## config.mk

```make
export PLATFORM = sky130hd
export DESIGN_NAME = audio_codec_gain_pll_regs
export DESIGN_NICKNAME = d
export VERILOG_FILES = /design/src/codec_cfg_pkg.sv /design/src/audio_codec_gain_pll_regs.sv
export SDC_FILE = /design/constraint.sdc
export NUM_CORES = 1
export LEC_CHECK = 0
export BUFFER_PORTS_ARGS = -buffer_cell sky130_fd_sc_hd__buf_2
export CAP_MARGIN = 20
export CORE_MARGIN = 2
export CORE_UTILIZATION = 40
export CTS_CLUSTER_DIAMETER = 50
export DETAILED_ROUTE_END_ITERATION = 8
export HOLD_SLACK_MARGIN = 0.05
export MAX_ROUTING_LAYER = met4
export SYNTH_ARGS = -nofsm -noshare
export SYNTH_HDL_FRONTEND = slang
export SYNTH_SLANG_ARGS = --single-unit
export TNS_END_PERCENT = 20
```

## constraint.sdc

```tcl
create_clock -name ref_clk_i -period 7.66 [get_ports ref_clk_i]
set_clock_uncertainty 0.1 [all_clocks]
set_input_delay 1.149 -clock ref_clk_i [delete_from_list [all_inputs] [get_ports ref_clk_i]]
set_output_delay 1.149 -clock ref_clk_i [all_outputs]
set_load 0.02 [all_outputs]
```

## src/codec_cfg_pkg.sv

```systemverilog
package codec_cfg_pkg;

    // ---------------------------------------------------------------
    // Serial word and register map
    // ---------------------------------------------------------------
    localparam int unsigned WORD_BITS = 16;
    localparam int unsigned NUM_REGS = 8;
    localparam logic [7:0] ADDR_VOICEBAND_CODEC_SETUP = 8'h01;
    localparam logic [7:0] ADDR_MICROPHONE_PREAMP_SETUP = 8'h02;
    localparam logic [7:0] ADDR_HEADPHONE_LEVEL_SETUP = 8'h03;
    localparam logic [7:0] ADDR_LOUDSPEAKER_LEVEL_SETUP = 8'h04;
    localparam logic [7:0] ADDR_SYNTH_INPUT_DIVIDER = 8'h05;
    localparam logic [7:0] ADDR_SYNTH_FEEDBACK_DIVIDER = 8'h06;
    localparam logic [7:0] ADDR_SYNTH_OUTPUT_DIVIDER = 8'h07;
    localparam logic [7:0] ADDR_CLOCK_SOURCE_SELECT = 8'h08;
    localparam logic [7:0] REG_RESET = 8'h00;

    // ---------------------------------------------------------------
    // Field positions
    // ---------------------------------------------------------------
    localparam int unsigned AUTO_SIDE_BIT = 4;
    localparam int unsigned VADC_SHAPING_BIT = 6;
    localparam int unsigned VDAC_SHAPING_BIT = 7;
    localparam int unsigned MIC_SILENCE_BIT = 4;
    localparam int unsigned HIGHPASS_BIT = 7;
    localparam int unsigned HP_SILENCE_BIT = 5;
    localparam int unsigned POLARITY_BIT = 6;
    localparam int unsigned INDICATION_BIT = 7;
    localparam int unsigned LS_SILENCE_BIT = 5;
    localparam int unsigned LS_JACK_BIT = 6;
    localparam int unsigned CLASS_D_BIT = 7;
    localparam int unsigned MOD_HIGH_LSB = 5;
    localparam int unsigned MOD_LOW_LSB = 4;
    localparam int unsigned OSC_RANGE_BIT = 7;
    localparam int unsigned DITHER_LSB = 6;
    localparam int unsigned CLK_SOURCE_BIT = 0;

    // ---------------------------------------------------------------
    // Decode constants
    // ---------------------------------------------------------------
    localparam logic [3:0] SIDETONE_TOP_CODE = 4'hb;
    localparam logic [4:0] IN_DIV_FIXUP_CODE = 5'h03;
    localparam logic [4:0] IN_DIV_MIN = 5'h04;
    localparam logic [4:0] IN_DIV_BYPASS = 5'h01;
    localparam logic [6:0] FB_DIV_MIN = 7'h04;
    localparam logic [3:0] OUT_DIV_MIN = 4'h4;
    localparam logic [5:0] DITHER_MAG_00 = 6'h20;
    localparam logic [5:0] DITHER_MAG_01 = 6'h10;
    localparam logic [5:0] DITHER_MAG_10 = 6'h30;
    localparam logic [5:0] DITHER_MAG_11 = 6'h00;

    // ---------------------------------------------------------------
    // Carriers
    // ---------------------------------------------------------------
    typedef struct packed {
        logic sclk;
        logic enable_n;
        logic data;
    } serial_pins_t;

    typedef struct packed {
        logic [3:0] sidetone_level;
        logic sidetone_on;
        logic voice_adc_noise_shaping_off;
        logic voice_dac_noise_shaping_off;
    } voice_ctrl_t;

    typedef struct packed {
        logic [3:0] mic_level;
        logic mic_silence;
        logic voice_highpass_bypass;
    } mic_ctrl_t;

    typedef struct packed {
        logic [4:0] headphone_level;
        logic headphone_silence;
        logic jack_present_indication;
    } headphone_ctrl_t;

    typedef struct packed {
        logic [4:0] loudspeaker_level;
        logic loudspeaker_silence;
        logic class_d_off;
        logic external_amp_enable;
    } loudspeaker_ctrl_t;

    typedef struct packed {
        logic [4:0] input_divide;
        logic [6:0] feedback_integer;
        logic [4:0] modulus;
        logic [11:0] feedback_ratio_x32;
        logic [3:0] output_divide;
        logic [8:0] total_divide;
        logic oscillator_high_range;
        logic [5:0] dither_magnitude;
        logic clock_source_select;
    } synth_ctrl_t;

endpackage : codec_cfg_pkg

```

## src/audio_codec_gain_pll_regs.sv

```systemverilog
// ---------------------------------------------------------------
// Contract
// - Sidetone code 0 mutes, 1..11 step 3dB up to 0dB, above 11 is 0dB
// - Auto-side bit kills sidetone in speaker mode unless jack-silenced
// - Mic level code 0..15 gives 6dB to 36dB in 2dB steps
// - Mic silence bit mutes preamp and voice ADC output
// - Highpass bypass bit disables voice ADC highpass filter
// - Headphone code 0..31 spans -46.5dB to 0dB, 1.5dB steps
// - Headphone silence bit mutes headphone amplifier
// - Polarity bit 0: high sense means plugged; 1: low means plugged
// - Indication invert flips pin report only, not speaker auto-mute
// - Loudspeaker code 0..31 spans -34.5dB to 12dB, 1.5dB steps
// - Loudspeaker silence bit mutes loudspeaker amplifier
// - Jack-silence bit mutes speaker while headphone detected
// - Class D off bit disables amplifier, enables external one
// - Input divider 4..31, 1 bypass, 2 halves, 3 acts as 4
// - Modulus bits 4:2 from input divider reg, 1:0 from output reg
// - Feedback integer 4..127, values 0..3 act as 4
// - Oscillator range bit tunes for up to 100MHz
// - Output divider 4..15, smaller values act as 4
// - Dither code 00,01,10,11 gives magnitude 32,16,48,0
// - Feedback ratio is integer plus modulus over 32
// - Output frequency is input times ratio over input times output divide
// - Clock source bit selects synthesizer input clock
// - Serial write is 16 bits MSB first: address byte then data byte
`timescale 1ns/1ns

module audio_codec_gain_pll_regs #(
    parameter int unsigned NUM_REGS = codec_cfg_pkg::NUM_REGS
) (
    input wire logic ref_clk_i,
    input wire logic rst_i,
    input wire codec_cfg_pkg::serial_pins_t serial_i,
    input wire logic jack_sense_input_i,
    input wire logic speaker_mode_i,
    output codec_cfg_pkg::voice_ctrl_t voice_o,
    output codec_cfg_pkg::mic_ctrl_t mic_o,
    output codec_cfg_pkg::headphone_ctrl_t headphone_o,
    output codec_cfg_pkg::loudspeaker_ctrl_t loudspeaker_o,
    output codec_cfg_pkg::synth_ctrl_t synth_o
);
    import codec_cfg_pkg::*;

    // ---------------------------------------------------------------
    // State
    // ---------------------------------------------------------------
    typedef struct packed {
        logic [1:0] sclk_sync;
        logic sclk_prev;
        logic [1:0] enable_n_sync;
        logic [1:0] data_sync;
        logic [1:0] jack_sync;
        logic [WORD_BITS-1:0] shift;
        logic [4:0] bit_count;
        logic [NUM_REGS-1:0][7:0] regs;
        voice_ctrl_t voice;
        mic_ctrl_t mic;
        headphone_ctrl_t headphone;
        loudspeaker_ctrl_t loudspeaker;
        synth_ctrl_t synth;
    } state_t;

    state_t state_reg;
    state_t state_next;

    assign voice_o = state_reg.voice;
    assign mic_o = state_reg.mic;
    assign headphone_o = state_reg.headphone;
    assign loudspeaker_o = state_reg.loudspeaker;
    assign synth_o = state_reg.synth;

    // ---------------------------------------------------------------
    // Next state
    // ---------------------------------------------------------------
    always_comb begin
        logic sclk_rise;
        logic [WORD_BITS-1:0] word;
        logic [7:0] addr;
        logic [7:0] r_voice;
        logic [7:0] r_mic;
        logic [7:0] r_hp;
        logic [7:0] r_ls;
        logic [7:0] r_in;
        logic [7:0] r_fb;
        logic [7:0] r_out;
        logic [7:0] r_clk;
        logic jack_present;
        logic ls_jack_muted;
        logic [4:0] in_div;
        logic [6:0] fb_int;
        logic [3:0] out_div;
        logic [4:0] modulus;
        sclk_rise = 1'b0;
        word = '0;
        addr = '0;
        r_voice = '0;
        r_mic = '0;
        r_hp = '0;
        r_ls = '0;
        r_in = '0;
        r_fb = '0;
        r_out = '0;
        r_clk = '0;
        jack_present = 1'b0;
        ls_jack_muted = 1'b0;
        in_div = '0;
        fb_int = '0;
        out_div = '0;
        modulus = '0;
        state_next = state_reg;

        // Pins are asynchronous to ref_clk_i; stage 0 feeds stage 1 only
        state_next.sclk_sync = {state_reg.sclk_sync[0], serial_i.sclk};
        state_next.enable_n_sync = {state_reg.enable_n_sync[0], serial_i.enable_n};
        state_next.data_sync = {state_reg.data_sync[0], serial_i.data};
        state_next.jack_sync = {state_reg.jack_sync[0], jack_sense_input_i};
        state_next.sclk_prev = state_reg.sclk_sync[1];
        sclk_rise = state_reg.sclk_sync[1] & ~state_reg.sclk_prev;

        // Serial write port; bits beyond the sixteenth are dropped until
        // the enable is released, so a long frame cannot smear two words.
        if (state_reg.enable_n_sync[1]) begin
            state_next.bit_count = '0;
        end else if (sclk_rise && state_reg.bit_count < 5'(WORD_BITS)) begin
            word = {state_reg.shift[WORD_BITS-2:0], state_reg.data_sync[1]};
            state_next.shift = word;
            state_next.bit_count = state_reg.bit_count + 5'h01;
            if (state_reg.bit_count == 5'(WORD_BITS - 1)) begin
                addr = word[15:8];
                // Unmapped addresses are silently ignored
                if (addr >= ADDR_VOICEBAND_CODEC_SETUP && addr <= 8'(NUM_REGS)) begin
                    state_next.regs[addr - 8'h01] = word[7:0];
                end
            end
        end

        r_voice = state_reg.regs[ADDR_VOICEBAND_CODEC_SETUP - 8'h01];
        r_mic = state_reg.regs[ADDR_MICROPHONE_PREAMP_SETUP - 8'h01];
        r_hp = state_reg.regs[ADDR_HEADPHONE_LEVEL_SETUP - 8'h01];
        r_ls = state_reg.regs[ADDR_LOUDSPEAKER_LEVEL_SETUP - 8'h01];
        r_in = state_reg.regs[ADDR_SYNTH_INPUT_DIVIDER - 8'h01];
        r_fb = state_reg.regs[ADDR_SYNTH_FEEDBACK_DIVIDER - 8'h01];
        r_out = state_reg.regs[ADDR_SYNTH_OUTPUT_DIVIDER - 8'h01];
        r_clk = state_reg.regs[ADDR_CLOCK_SOURCE_SELECT - 8'h01];

        // ---------------------------------------------------------------
        // Jack sense and loudspeaker auto-mute
        // ---------------------------------------------------------------
        jack_present = state_reg.jack_sync[1] ^ r_hp[POLARITY_BIT];
        ls_jack_muted = r_ls[LS_JACK_BIT] & jack_present;

        // ---------------------------------------------------------------
        // Voiceband codec
        // ---------------------------------------------------------------
        // Codes above the top step saturate to the 0dB step
        if (r_voice[3:0] > SIDETONE_TOP_CODE) begin
            state_next.voice.sidetone_level = SIDETONE_TOP_CODE;
        end else begin
            state_next.voice.sidetone_level = r_voice[3:0];
        end
        // Sidetone stays when the speaker is already silenced by the jack
        state_next.voice.sidetone_on = (r_voice[3:0] != 4'h0)
            & ~(r_voice[AUTO_SIDE_BIT] & speaker_mode_i & ~ls_jack_muted);
        state_next.voice.voice_adc_noise_shaping_off = r_voice[VADC_SHAPING_BIT];
        state_next.voice.voice_dac_noise_shaping_off = r_voice[VDAC_SHAPING_BIT];

        // ---------------------------------------------------------------
        // Microphone
        // ---------------------------------------------------------------
        state_next.mic.mic_level = r_mic[3:0];
        state_next.mic.mic_silence = r_mic[MIC_SILENCE_BIT];
        state_next.mic.voice_highpass_bypass = r_mic[HIGHPASS_BIT];

        // ---------------------------------------------------------------
        // Headphone
        // ---------------------------------------------------------------
        state_next.headphone.headphone_level = r_hp[4:0];
        state_next.headphone.headphone_silence = r_hp[HP_SILENCE_BIT];
        state_next.headphone.jack_present_indication =
            jack_present ^ r_hp[INDICATION_BIT];

        // ---------------------------------------------------------------
        // Loudspeaker
        // ---------------------------------------------------------------
        state_next.loudspeaker.loudspeaker_level = r_ls[4:0];
        // Inversion of the indication never reaches this term
        state_next.loudspeaker.loudspeaker_silence =
            r_ls[LS_SILENCE_BIT] | ls_jack_muted;
        state_next.loudspeaker.class_d_off = r_ls[CLASS_D_BIT];
        state_next.loudspeaker.external_amp_enable = r_ls[CLASS_D_BIT];

        // ---------------------------------------------------------------
        // Synthesizer dividers
        // ---------------------------------------------------------------
        // A zero input divider is taken as bypass as well
        if (r_in[4:0] <= IN_DIV_BYPASS) begin
            in_div = IN_DIV_BYPASS;
        end else if (r_in[4:0] == IN_DIV_FIXUP_CODE) begin
            in_div = IN_DIV_MIN;
        end else begin
            in_div = r_in[4:0];
        end
        if (r_fb[6:0] < FB_DIV_MIN) begin
            fb_int = FB_DIV_MIN;
        end else begin
            fb_int = r_fb[6:0];
        end
        if (r_out[3:0] < OUT_DIV_MIN) begin
            out_div = OUT_DIV_MIN;
        end else begin
            out_div = r_out[3:0];
        end
        modulus = {r_in[MOD_HIGH_LSB +: 3], r_out[MOD_LOW_LSB +: 2]};

        state_next.synth.input_divide = in_div;
        state_next.synth.feedback_integer = fb_int;
        state_next.synth.modulus = modulus;
        // Ratio in 1/32 units; zero modulus leaves a pure integer ratio
        state_next.synth.feedback_ratio_x32 = {fb_int, modulus};
        state_next.synth.output_divide = out_div;
        // Fout = Fin * ratio_x32 / (32 * total_divide)
        // Widen both factors first: a 5-bit product would wrap above 31
        state_next.synth.total_divide = 9'(in_div) * 9'(out_div);
        state_next.synth.oscillator_high_range = r_fb[OSC_RANGE_BIT];
        case (r_out[DITHER_LSB +: 2])
            2'b00: state_next.synth.dither_magnitude = DITHER_MAG_00;
            2'b01: state_next.synth.dither_magnitude = DITHER_MAG_01;
            2'b10: state_next.synth.dither_magnitude = DITHER_MAG_10;
            default: state_next.synth.dither_magnitude = DITHER_MAG_11;
        endcase
        state_next.synth.clock_source_select = r_clk[CLK_SOURCE_BIT];
    end

    // ---------------------------------------------------------------
    // Registers
    // ---------------------------------------------------------------
    always_ff @(posedge ref_clk_i) begin
        if (rst_i) begin
            state_reg <= '0;
        end else begin
            state_reg <= state_next;
        end
    end

endmodule : audio_codec_gain_pll_regs

```

* Word-level counts from Yosys, hierarchy flattened
Index checks and enable logic that the tools add are counted.
** Word-level totals
- Logic and storage cells :: 84
- Output and inout port bits :: 78
- Bits of input ports :: 7
- Register bits :: 170
** Operators by class
- Mux-type cells :: 9
- Multipliers :: 1
- Equal/unequal tests :: 4
- Reduce and logical (&&, ||, !) cells :: 9
- Magnitude comparators :: 9
- Bitwise logic cells :: 12
- Add/sub/neg operators :: 2
** Operators by type and width (count)
- 64-bit bitwise mux :: 1
- 8-bit demux with 3-bit select :: 1
- 6-bit one-hot mux with 3 select lines :: 1
- 8-bit by 1-bit greater-or-equal comparator with 1-bit output (second input constant) :: 2
- 5-bit two-way mux :: 2
- 5-bit by 4-bit multiplier with 9-bit output :: 1
- 8-bit by 4-bit less-or-equal comparator with 1-bit output (second input constant) :: 1
- 8-bit by 4-bit less-than comparator with 1-bit output (second input constant) :: 1
- 4-bit two-way mux :: 2
- 8-bit two-way mux :: 1
- 8-bit by 1-bit subtractor with 8-bit output (second input constant) :: 1
- 7-bit by 3-bit less-than comparator with 1-bit output (second input constant) :: 1
- 7-bit two-way mux :: 1
- 5-bit by 1-bit adder with 5-bit output (second input constant) :: 1
- 1-bit bitwise AND :: 5
- 5-bit by 2-bit == test with 1-bit output (second input constant) :: 1
- 5-bit by 4-bit == test with 1-bit output (second input constant) :: 1
- 5-bit by 1-bit less-or-equal comparator with 1-bit output (second input constant) :: 1
- 5-bit less-than comparator (second input constant) :: 1
- 4-bit > comparator (second input constant) :: 1
- 4-bit by 3-bit less-than comparator with 1-bit output (second input constant) :: 1
- 1-bit NOT :: 4
- 4-bit AND reduction :: 1
- 4-bit nonzero test :: 1
- 8 further kinds :: 12

* Logic depth before layout (Yosys ltp)
Gate-level depths: netlist (run 1).
- Depth in word-level cells :: 6
- Mapped depth :: 13
- Depth with buffers taken out :: 13

* Worst setup path after synthesis (run 1)
No wires, ideal clock.
- Path type :: register to register
- From :: register state_reg[114] in the netlist's numbering
- To :: register state_reg (netlist bit synth_o[16])
- Path buffers :: 0
- Library setup time :: 0.129 ns
- Arrival :: 3.055 ns
- Data required time :: 7.431 ns
- Cell stages (with the launch flop) :: 13
- Slack :: 4.376 ns
- Clock period less this slack :: 3.284 ns
- Cell sequence :: dfxtp_1 nor2_1 nand2_1 o21ai_0 or2_2 fa_1 fa_1 inv_1 fa_1 a21o_1 a21oi_1 nand4b_1 nand4_1
** Between the ends
- Longest elaborated chain between the ends :: 4
- Elaborated cells on any way between the ends :: 5
- Those cells by class :: mul: 1; order compare: 1; eq/ne: 1; mux: 2
** RTL lines
- from (decl) :: line audio_codec_gain_pll_regs.sv:63 : state_t state_reg;
- from (signal assigned) :: line audio_codec_gain_pll_regs.sv:241 : state_reg <= state_next;
- parallel branches: the longest is 2 deep, another holds 5-bit by 1-bit less-or-equal comparator with 1-bit output
- 5-bit two-way mux * :: line audio_codec_gain_pll_regs.sv:196 : if (r_in[4:0] <= IN_DIV_BYPASS) begin
- 5-bit by 4-bit multiplier with 9-bit output * :: line audio_codec_gain_pll_regs.sv:223 : state_next.synth.total_divide = 9'(in_div) * 9'(out_div);
Mark *: on every way between the ends.
A chain may end at the register's enable or synchronous reset.

* Worst setup path after layout (run 1)
Ends and elaborated chain as after synthesis.

==> flow_summary.ini, run 1 <==
[power_and_ir_drop]
seqPwrFrac_pct = 49.7
switching_power_mw = 0.320
peakVddDrop_mv = 0.167
p_int_mw = 1.20
swShare_pct = 21.1
powerDensity_nw_per_um2 = 226
p_comb_share_pct = 1.9
p_clk_share_pct = 48.4
power_leakage_nw = 3.37
p_total_mw = 1.52

[synthesis]
synth-main-ff-cell = dfxtp_1
synth_edf_count = 0
synth_xor_area_share_pct = 1.27
synth-seq-cells = 144
synth_mux_area_share_pct = 9.04
ys_types = 45
synth_cells = 634
synth_top_family_by_area = simple AND/OR/NAND/NOR gates
synth_compound_area_share_pct = 4.62
ys_seq_area_share_pct = 46.5
synth_adder_area_share_pct = 6.17
async_flop_share_pct = 0
ys_warn_count = 0
synth.avg_cell_area_um2 = 9.78
synth_area_um2 = 6200
synthSimpleGateAreaFrac_pct = 18.2

[die]
ios = 85
die_w_um = 129
die_area_um2 = 16500
core_um2 = 15200
start_util_pct = 40.8
dieHeight_um = 129
rows = 45

[timing]
final-setup-viol-count = 0
slew_viol_final = 0
tns_ns = 0
hold_violations = 0
worstMarginPinSlew_ns = 1.03
slew-limit-headroom_pct = 31.2
finalWorstSetupSlack_ns = 4.02
fin_hold_ws_ns = 0.335
rsz0062_at_grt = no
fin_crit_sh_pct = 47.6
finalCriticalPeriod_ns = 3.64
max_freq_mhz = 275

[placed_design]
dp_slack_ns = 4.03
gp_congestion = 0.778
io_buffers = 80
dp_hpwl_um = 7490

[setup_path]
crit_arrival_ns = 3.83
cp_max_fo = 5
startpoint_type = flip-flop
critPathCaptureType = flip-flop
critPathKind = reg2reg
cp.required_ns = 7.85

[global_route]
grt_usage_pct = 14.4
grt_overflow_total = 0
antenna_found_initial = 0
grt_pass1_wl_um = 17700
grt_pass1_vias = 3613
grt_max_degree = 122

[detailed_routing]
drt_pre_antenna_iters = 4
route.detailed.drc = 0
wl_per_cell_um = 13.1
vias = 3872
avgViaCountPerCell = 4.63
routed_wl_um = 10900
antenna_left = 0
first_iter_violations = 274

[min_path]
hold_path_class = reg2reg

[clocking]
cts_sinks = 144
h-tree-depth = 4
cts_buffers = 17
ctsHoldBuffers = 0
ctsRootBufferMaster = clkbuf_16
postCtsSetupRepairBufs = 0
clock_latency_ns = 0.41
cts_tree = done
clockBufferDepth = 2
path_clk_slew_ns = 0.06
cts_resized = 0

[final_layout]
largest_reg_flops = 51
post-route-util_pct = 44.2
nNetsFinal = 672
diodes = 0
drive_above_1_share_pct = 19.0
syn2layout_area_growth_pct = 8.27

[job]
maxCapViolations = 0

[outcome]
outcome = finished, final reports clean
==> kinds of logic (layout without fill, tap and decap cells) <==
group | Yosys count | in the layout
and+or+nand+nor | 200 | 200
adders and majority gates | 27 | 27
AOI/OAI and AO/OA | 43 | 43
buffers and inverters | 154 | 166
muxes | 56 | 56
other | 1 | 4
xor gates and xnor gates | 9 | 9
DFF | 144 | 144
==> per-stage QoR <==
stage | instance area (um^2) | std cells
2_1_floorplan | 6210 | 637
3_3_place_gp | 6180 | 807
3_5_place_dp | 6180 | 807
4_1_cts | 6710 | 837
5_1_grt | 6710 | 837
6_report | 6710 | 837
==> routing by layer <==
metal | share of wire [%] | track usage [%] | wire, um | up-vias
met2 | 45 | 21.1 | 4890 | 102
met3 | 6.0 | 5.24 | 660 | 16
li1 | - | - | - | 1969
met4 | 1.2 | 5.05 | 132 | 0
met5 | 0 | - | 0 | -
met1 | 48 | 18.4 | 5260 | 1785
==> critical path, cell delays in order, from the launching register on <==
cell and delay (ns):
dfxtp_1 0.36, nor2_1 0.15, nand2_1 0.06, o21ai_0 0.42, or2_2 0.22, fa_1 0.44, fa_1 0.54, inv_1 0.07
fa_1 0.46, a21o_1 0.18, a21oi_1 0.24, nand4b_1 0.16, nand4_1 0.11
==> final timing paths <==
check / slack, ns / endpoint / cells past startpoint / from
worst max register to register: 4.02 / synth_o[16]$_SDFF_PP0_ / 12 / state_reg[114]$_SDFFE_PP0P_
worst min-delay path: 0.33 / state_next[169]$_SDFF_PP0_ / 1 / state_next[171]$_SDFF_PP0_
worst min register to register: 0.33 / state_next[169]$_SDFF_PP0_ / 1 / state_next[171]$_SDFF_PP0_
worst max-delay path: 4.02 / synth_o[16]$_SDFF_PP0_ / 12 / state_reg[114]$_SDFFE_PP0P_
==> final cells by class <==
| type | count | area [um^2] |
|---|---|---|
| multi-input cells | 339 | 2450 |
| well taps | 188 | 235 |
| fillers | 1484 | 8490 |
| flip-flops and latches | 144 | 2880 |
| repair buffers | 81 | 408 |
| inverters | 55 | 206 |
| clock buffers | 21 | 470 |
| clock inverters | 9 | 61.3 |
==> power groups by stage <==
stage / Combinational, mW / Clock, mW / Sequential (mW)
3_3_place_gp: 0.0287 / 0 / 0.771
5_1_grt: 0.0313 / 0.786 / 0.755
2_1_floorplan: 0.0268 / 0 / 0.771
3_5_place_dp: 0.0289 / 0 / 0.771
4_1_cts: 0.0290 / 0.755 / 0.755
6_report: 0.0288 / 0.735 / 0.755
==> layout by cell type (no fill, tap or decap), drive strengths merged, types with 2 or more instances in the layout <==
master and n:
dfxtp 144, buf 81, nand2b 68, mux2i 56
inv 56, nand2 41, nor2 37, a21oi 22
ha 21, clkbuf 21, nor2b 13, nor3 12
o21ai 7, fa 6, clkinv 6, nor3b 5
xnor2 5, nor4 5, xor2 4, conb 4
or2 3, nor4b 3, and2 3, or4b 3
a31oi 2, nand3b 2, o211ai 2, nand4 2
a21o 2, a311oi 2, clkinvlp 2, o2111ai 2
==> synth_stat cells, types with 2 or more instances <==
cell,number,area (um^2)
nand2_1,39,146
nand2_2,2,12.5
fa_1,6,120
nand3b_1,2,15.0
nor2b_1,13,81.3
o211ai_4,2,42.5
a311oi_1,2,17.5
a21oi_1,22,110
a31oi_1,2,12.5
inv_1,55,206
nor4_4,3,63.8
nor4b_1,3,26.3
nor3_1,11,55.1
mux2i_1,56,561
nor4_1,2,12.5
a21o_1,2,15.0
and2_1,3,18.8
or4b_1,2,20.0
dfxtp_1,144,2880
xnor2_1,5,43.8
nand4_1,2,12.5
or2_2,3,18.8
buf_1,3,11.3
nor2_1,37,139
ha_1,21,263
buf_4,78,586
o21ai_0,7,35.0
xor2_1,4,35.0
clkbuf_1,16,60.1
nand2b_1,68,425
nor3b_1,5,37.5
(Power assumes the default switching activity.)
==> inputs of run 2 (changes only) <==
Clock period 7.66 ns to 3.1 ns, I/O delays scaled along.
==> run 2 against run 1 <==
Effect of this change:
- the run now ends with setup timing left
- die area did not move
- global-route usage rose by 0.77 points
- worst setup slack got worse by 4.0 ns
- combinational power rose to 2.6 times the previous value
- sequential share of layout area fell by 1.8 points
- first-iteration DRC count fell by 38%
- design area rose by 4.9%
- via count rose by 3.9%
- fmax rose by 17%
- worst hold slack got worse by 0.18 ns
- core utilization rose by 2.1 points
- register-to-register slack got worse by 4.0 ns
- highest routed layer unchanged
==> flow_summary.ini, run 2 (synthesized netlist as in run 1, its figures left out) <==
[placed_design]
gp_congestion = 0.817
dp_slack_ns = -0.148
dp_hpwl_um = 8040
dpl-instance-area_um2 = 6310
io_buffers = 80
dpl.cell_count = 821

[die]
die_area_um2 = 16500
ios = 85
core_um2 = 15200
rows = 45
dieHeight_um = 129
die_w_um = 129
start_util_pct = 40.8

[final_layout]
final_cells = 857
largest_reg_flops = 51
fillers = 1435
fin_area_um2 = 7040
diodes = 0
final-seq-area_um2 = 2890
syn2layout_area_growth_pct = 13.5
drive_above_1_share_pct = 24.4
nNetsFinal = 690
final_cell_mix = dfxtp_1 (140), buf_2 (80), nand2b_1 (67)
final_common_cell = dfxtp_1
multi_input_area_um2 = 2540

[min_path]
holdPathStages = 2
hold_path_class = in2reg

[global_route]
grt_max_degree = 55
grt_usage_pct = 15.2
grt_pass1_vias = 3758
grt_overflow_total = 0
antenna_found_initial = 0
grt_pass1_wl_um = 18800

[setup_path]
crit_arrival_ns = 3.30
critPathCaptureType = flip-flop
ff2ff_path_depth = 12
startpoint_type = flip-flop
critPathKind = reg2reg
cp_max_fo = 4
cp.required_ns = 3.30

[power_and_ir_drop]
power_leakage_nw = 3.52
swShare_pct = 20.6
peakVddDrop_mv = 0.381
p_total_mw = 4.06
p_clk_share_pct = 52.2
switching_power_mw = 0.836
p_comb_share_pct = 1.8
powerDensity_nw_per_um2 = 576
p_int_mw = 3.22
seqPwrFrac_pct = 46.0

[timing]
rsz0062_at_grt = yes
slew_viol_final = 0
hold_violations = 0
max_freq_mhz = 322
finalWorstSetupSlack_ns = -0.000939
slew-limit-headroom_pct = 46.2
finalCriticalPeriod_ns = 3.10
worstMarginPinSlew_ns = 0.807
final-setup-viol-count = 1
fin_crit_sh_pct = 100

[detailed_routing]
vias = 4022
route.detailed.drc = 0
wl_per_cell_um = 13.5
first_iter_violations = 169
antenna_left = 0
drt_pre_antenna_iters = 4
avgViaCountPerCell = 4.69
routed_wl_um = 11500

[clocking]
ctsHoldBuffers = 0
cts_sinks = 144
ctsRootBufferMaster = clkbuf_16
path_clk_slew_ns = 0.06
clock_latency_ns = 0.42
clockBufferDepth = 2
cts_tree = done
cts_buffers = 17
h-tree-depth = 4

[job]
maxCapViolations = 0

[outcome]
outcome = complete, but fails checks
violations = setup timing
run 2: metal layers:
layer	GRT usage (%)	vias to the layer above	wire length, um
met5	-	-	0
met4	5.18	0	150
met3	4.82	15	533
met2	23.1	96	5240
met1	19.1	1897	5630
li1	-	2014	-
run 2: path summary, 6_finish.rpt:
kind | from | endpoint | slack, ns
max reg2reg | state_reg[113]$_SDFFE_PP0P_ | synth_o[16]$_SDFF_PP0_ | -0.0009
min | serial_i[2] | state_next[171]$_SDFF_PP0_ | 0.16
max | state_reg[113]$_SDFFE_PP0P_ | synth_o[16]$_SDFF_PP0_ | -0.0009
min reg2reg | state_next[171]$_SDFF_PP0_ | state_next[169]$_SDFF_PP0_ | 0.33
run 2: through the flow:
| stage | hold slack [ns] | setup TNS [ns] | util (%) |
|---|---|---|---|
| 2_1_floorplan | 0.314 | 0 | - |
| 3_3_place_gp | 0.318 | -0.0718 | 41.5 |
| 3_5_place_dp | 0.322 | -0.354 | 41.5 |
| 4_1_cts | 0.141 | -0.0317 | 46.2 |
| 5_1_grt | 0.162 | -0.240 | 46.3 |
| 6_report | 0.157 | -0.000939 | 46.3 |
run 2: area by class of cell:
| class | count | area share (%) |
|---|---|---|
| inverters | 55 | 2.93 |
| multi-input cells | 339 | 36.0 |
| repair buffers | 99 | 7.77 |
| clock inverters | 12 | 2.20 |
| clock buffers | 20 | 6.63 |
| well taps | 188 | 3.34 |
| flip-flops and latches | 144 | 41.1 |
run 2: worst max-delay path, cell delays in order (launching register included):
cell	delay (ns)
dfxtp_4	0.37
nor3_4	0.22
nand2_1	0.11
o21ai_2	0.09
nand2b_4	0.14
fa_1	0.42
fa_1	0.51
inv_2	0.05
fa_2	0.33
a21o_1	0.20
a21oi_2	0.19
nand4b_1	0.16
nand4_1	0.10
run 2: power by group through the flow:
stage	combinational (mW)	sequential, mW	clock, mW
5_1_grt	0.0808	1.86	2.24
3_5_place_dp	0.0738	1.91	0
3_3_place_gp	0.0730	1.91	0
6_report	0.0737	1.86	2.12
2_1_floorplan	0.0663	1.90	0
4_1_cts	0.0741	1.86	2.15
run 2: timing repair:
action,4_1_cts,5_1_grt
gates cloned,0,0
setup endpoints to repair,4,4
buffers inserted,4,0
pin swaps,11,9
gates resized for setup,14,6
==> inputs of run 3 (changes only) <==
Settings changed: ABC_AREA from default to 1.
==> run 3 against run 2 <==
Effect of this change:
- the flow now finishes without violations
- synthesized cell count rose by 29%
- wire length is 1.8% higher
- first-iteration DRC count rose by 54%
- final cell count rose by 24%
- highest routed layer unchanged
==> flow_summary.ini, run 3 <==
[outcome]
outcome = finished, final reports clean

[timing]
final-setup-viol-count = 0
fin_hold_ws_ns = 0.141
finalCriticalPeriod_ns = 3.08
hold_violations = 0
slew-limit-headroom_pct = 46.4
rsz0062_at_grt = yes
worstMarginPinSlew_ns = 0.801
fin_crit_sh_pct = 99.4
max_freq_mhz = 324
tns_ns = 0
slew_viol_final = 0

[die]
ios = 85
core_um2 = 15300
die_w_um = 129
start_util_pct = 41.1
dieHeight_um = 129
die_area_um2 = 16800
rows = 45

[synthesis]
netlist.area_leader.share_pct = 45.8
synth_area_leaders = dfxtp_1 (46%), nor2_1 (11%), buf_4 (9.3%), inv_1 (6.0%), nand2_1 (5.7%)
yosys.area.top_type = dfxtp_1
synth_edf_count = 0
ys_warn_count = 0
synth-seq-cells = 144
ys_types = 31
async_flop_share_pct = 0
synth-main-ff-cell = dfxtp_1
synth.avg_cell_area_um2 = 7.71
yosysMostFrequentCell = nor2_1
synth_area_um2 = 6300
ys_seq_area_share_pct = 45.8
yosys-top-cells-count = nor2_1 (187), dfxtp_1 (144), inv_1 (100), nand2_1 (95), buf_4 (78)
synth_cells = 817

[job]
maxCapViolations = 0

[clocking]
cts_tree = done
cts_buffers = 17
h-tree-depth = 4
clock_latency_ns = 0.42
cts_sinks = 144
path_clk_slew_ns = 0.06
ctsHoldBuffers = 0
ctsRootBufferMaster = clkbuf_16
clockBufferDepth = 2

[final_layout]
syn2layout_area_growth_pct = 13.1
post-route-util_pct = 46.5
final_common_cell = nor2_1
nNetsFinal = 872
final_cells = 1061
drive_above_1_share_pct = 19.8
diodes = 0
largest_reg_flops = 51
fin_area_um2 = 7130
final_cell_mix = nor2_1 (186), dfxtp_1 (142), inv_1 (96)

[global_route]
antenna_found_initial = 0
grt_usage_pct = 15.5
grt_overflow_total = 0
grt_pass1_vias = 4232
grt_pass1_wl_um = 19800
grt_max_degree = 60

[setup_path]
path_cells = nor3_4 > o21ai_1 > or2_2 > fa_1 > fa_1 > inv_2 > fa_2 > buf_4 > buf_4 > o21ai_0 > a21oi_1
slowest_stage = fa_1
critPathKind = reg2reg
critPathCaptureType = flip-flop
cp.required_ns = 3.31
startpoint_type = flip-flop
cpPeakStageDelay_ns = 0.51
cp_max_fo = 3
crit_arrival_ns = 3.29

[detailed_routing]
antenna_left = 0
wl_per_cell_um = 11.1
first_iter_violations = 261
route.detailed.drc = 0
drt_pre_antenna_iters = 5
vias = 4662
avgViaCountPerCell = 4.39
routed_wl_um = 11800

[placed_design]
gp_congestion = 0.854
io_buffers = 80
dpl-instance-area_um2 = 6460
dpl.cell_count = 1029
dp_hpwl_um = 8030

[min_path]
hold_path_class = in2reg

[power_and_ir_drop]
powerDensity_nw_per_um2 = 589
peakVddDrop_mv = 0.429
power_leakage_nw = 3.21
[run 3: cell count changes after synthesis, sizes merged, moves of 9 or more]
cell,change
nor2,+159
nand2b,-68
nand3,+63
mux2i,-56
nand2,+55
inv,+48
o21ai,+17
nor2b,-13
a21oi,+9
[run 3: final timing paths]
check	startpoint	cells after the start	endpoint	slack, ns
worst min-delay path	serial_i[1]	3	state_next[168]$_SDFF_PP0_	0.14
worst max-delay path	state_reg[112]$_SDFFE_PP0P_	11	synth_o[12]$_SDFF_PP0_	0.02
worst max register to register	state_reg[112]$_SDFFE_PP0P_	11	synth_o[12]$_SDFF_PP0_	0.02
worst min register to register	state_next[168]$_SDFF_PP0_	2	state_reg[168]$_SDFF_PP0_	0.30
[run 3: kinds of logic (layout without fill, tap and decap cells)]
logic type | after synthesis | after routing | synth area share [%]
and+or+nand+nor | 376 | 376 | 25.7
buffers and inverters | 207 | 237 | 17.1
DFF | 144 | 144 | 45.8
AOI/OAI and AO/OA | 59 | 59 | 4.89
adders and majority gates | 27 | 27 | 6.08
xor gates and xnor gates | 3 | 3 | 0.417
other | 1 | 4 | 0.0595
[run 3: where the power goes]
part / internal (mW) / total (mW) / switching, mW
clock network: 1.37 / 2.15 / 0.784
registers: 1.87 / 1.88 / 0.00971
logic: 0.0447 / 0.167 / 0.123
[run 3: cell type report]
cell class | count | area, um^2
Clock buffer | 19 | 443
Inverter | 103 | 387
Multi-Input combinational cell | 469 | 2390
Timing Repair Buffer | 103 | 573
Sequential cell | 144 | 2890
Fill cell | 1573 | 8190
Tap cell | 211 | 264
Clock inverter | 12 | 184
[run 3: worst max-delay path: cells and delay by family, from the launching register on]
family                     cells  cell delay (ns)
buffers and inverters          3             0.32
AOI/OAI and AO/OA              3             0.31
DFF                            1             0.33
and+or+nand+nor                2             0.51
adders and majority gates      3             1.40
[run 3: per-stage QoR]
| stage | total power [mW] | setup WS, ns |
|---|---|---|
| after CTS | 4.24 | -0.0411 |
| after global routing | 4.34 | -0.168 |
| final | 4.20 | 0.0176 |
| after floorplan | 2.06 | 0.0120 |
| after detailed placement | 2.09 | -0.0675 |
| after global placement | 2.09 | -0.0542 |
[run 3: layer usage]
layer	GRT usage (%)	part of all wire [%]
met1	20.1	50
met2	22.9	44
met3	4.05	5.1
met4	6.64	1.7
met5	-	0
[run 3: repair_timing]
action                                  4_1_cts  5_1_grt
gates resized for setup                       4        8
endpoints found under the setup margin        5        6
setup buffers                                 0        1
cloned                                        0        0
pin swaps                                     6        8
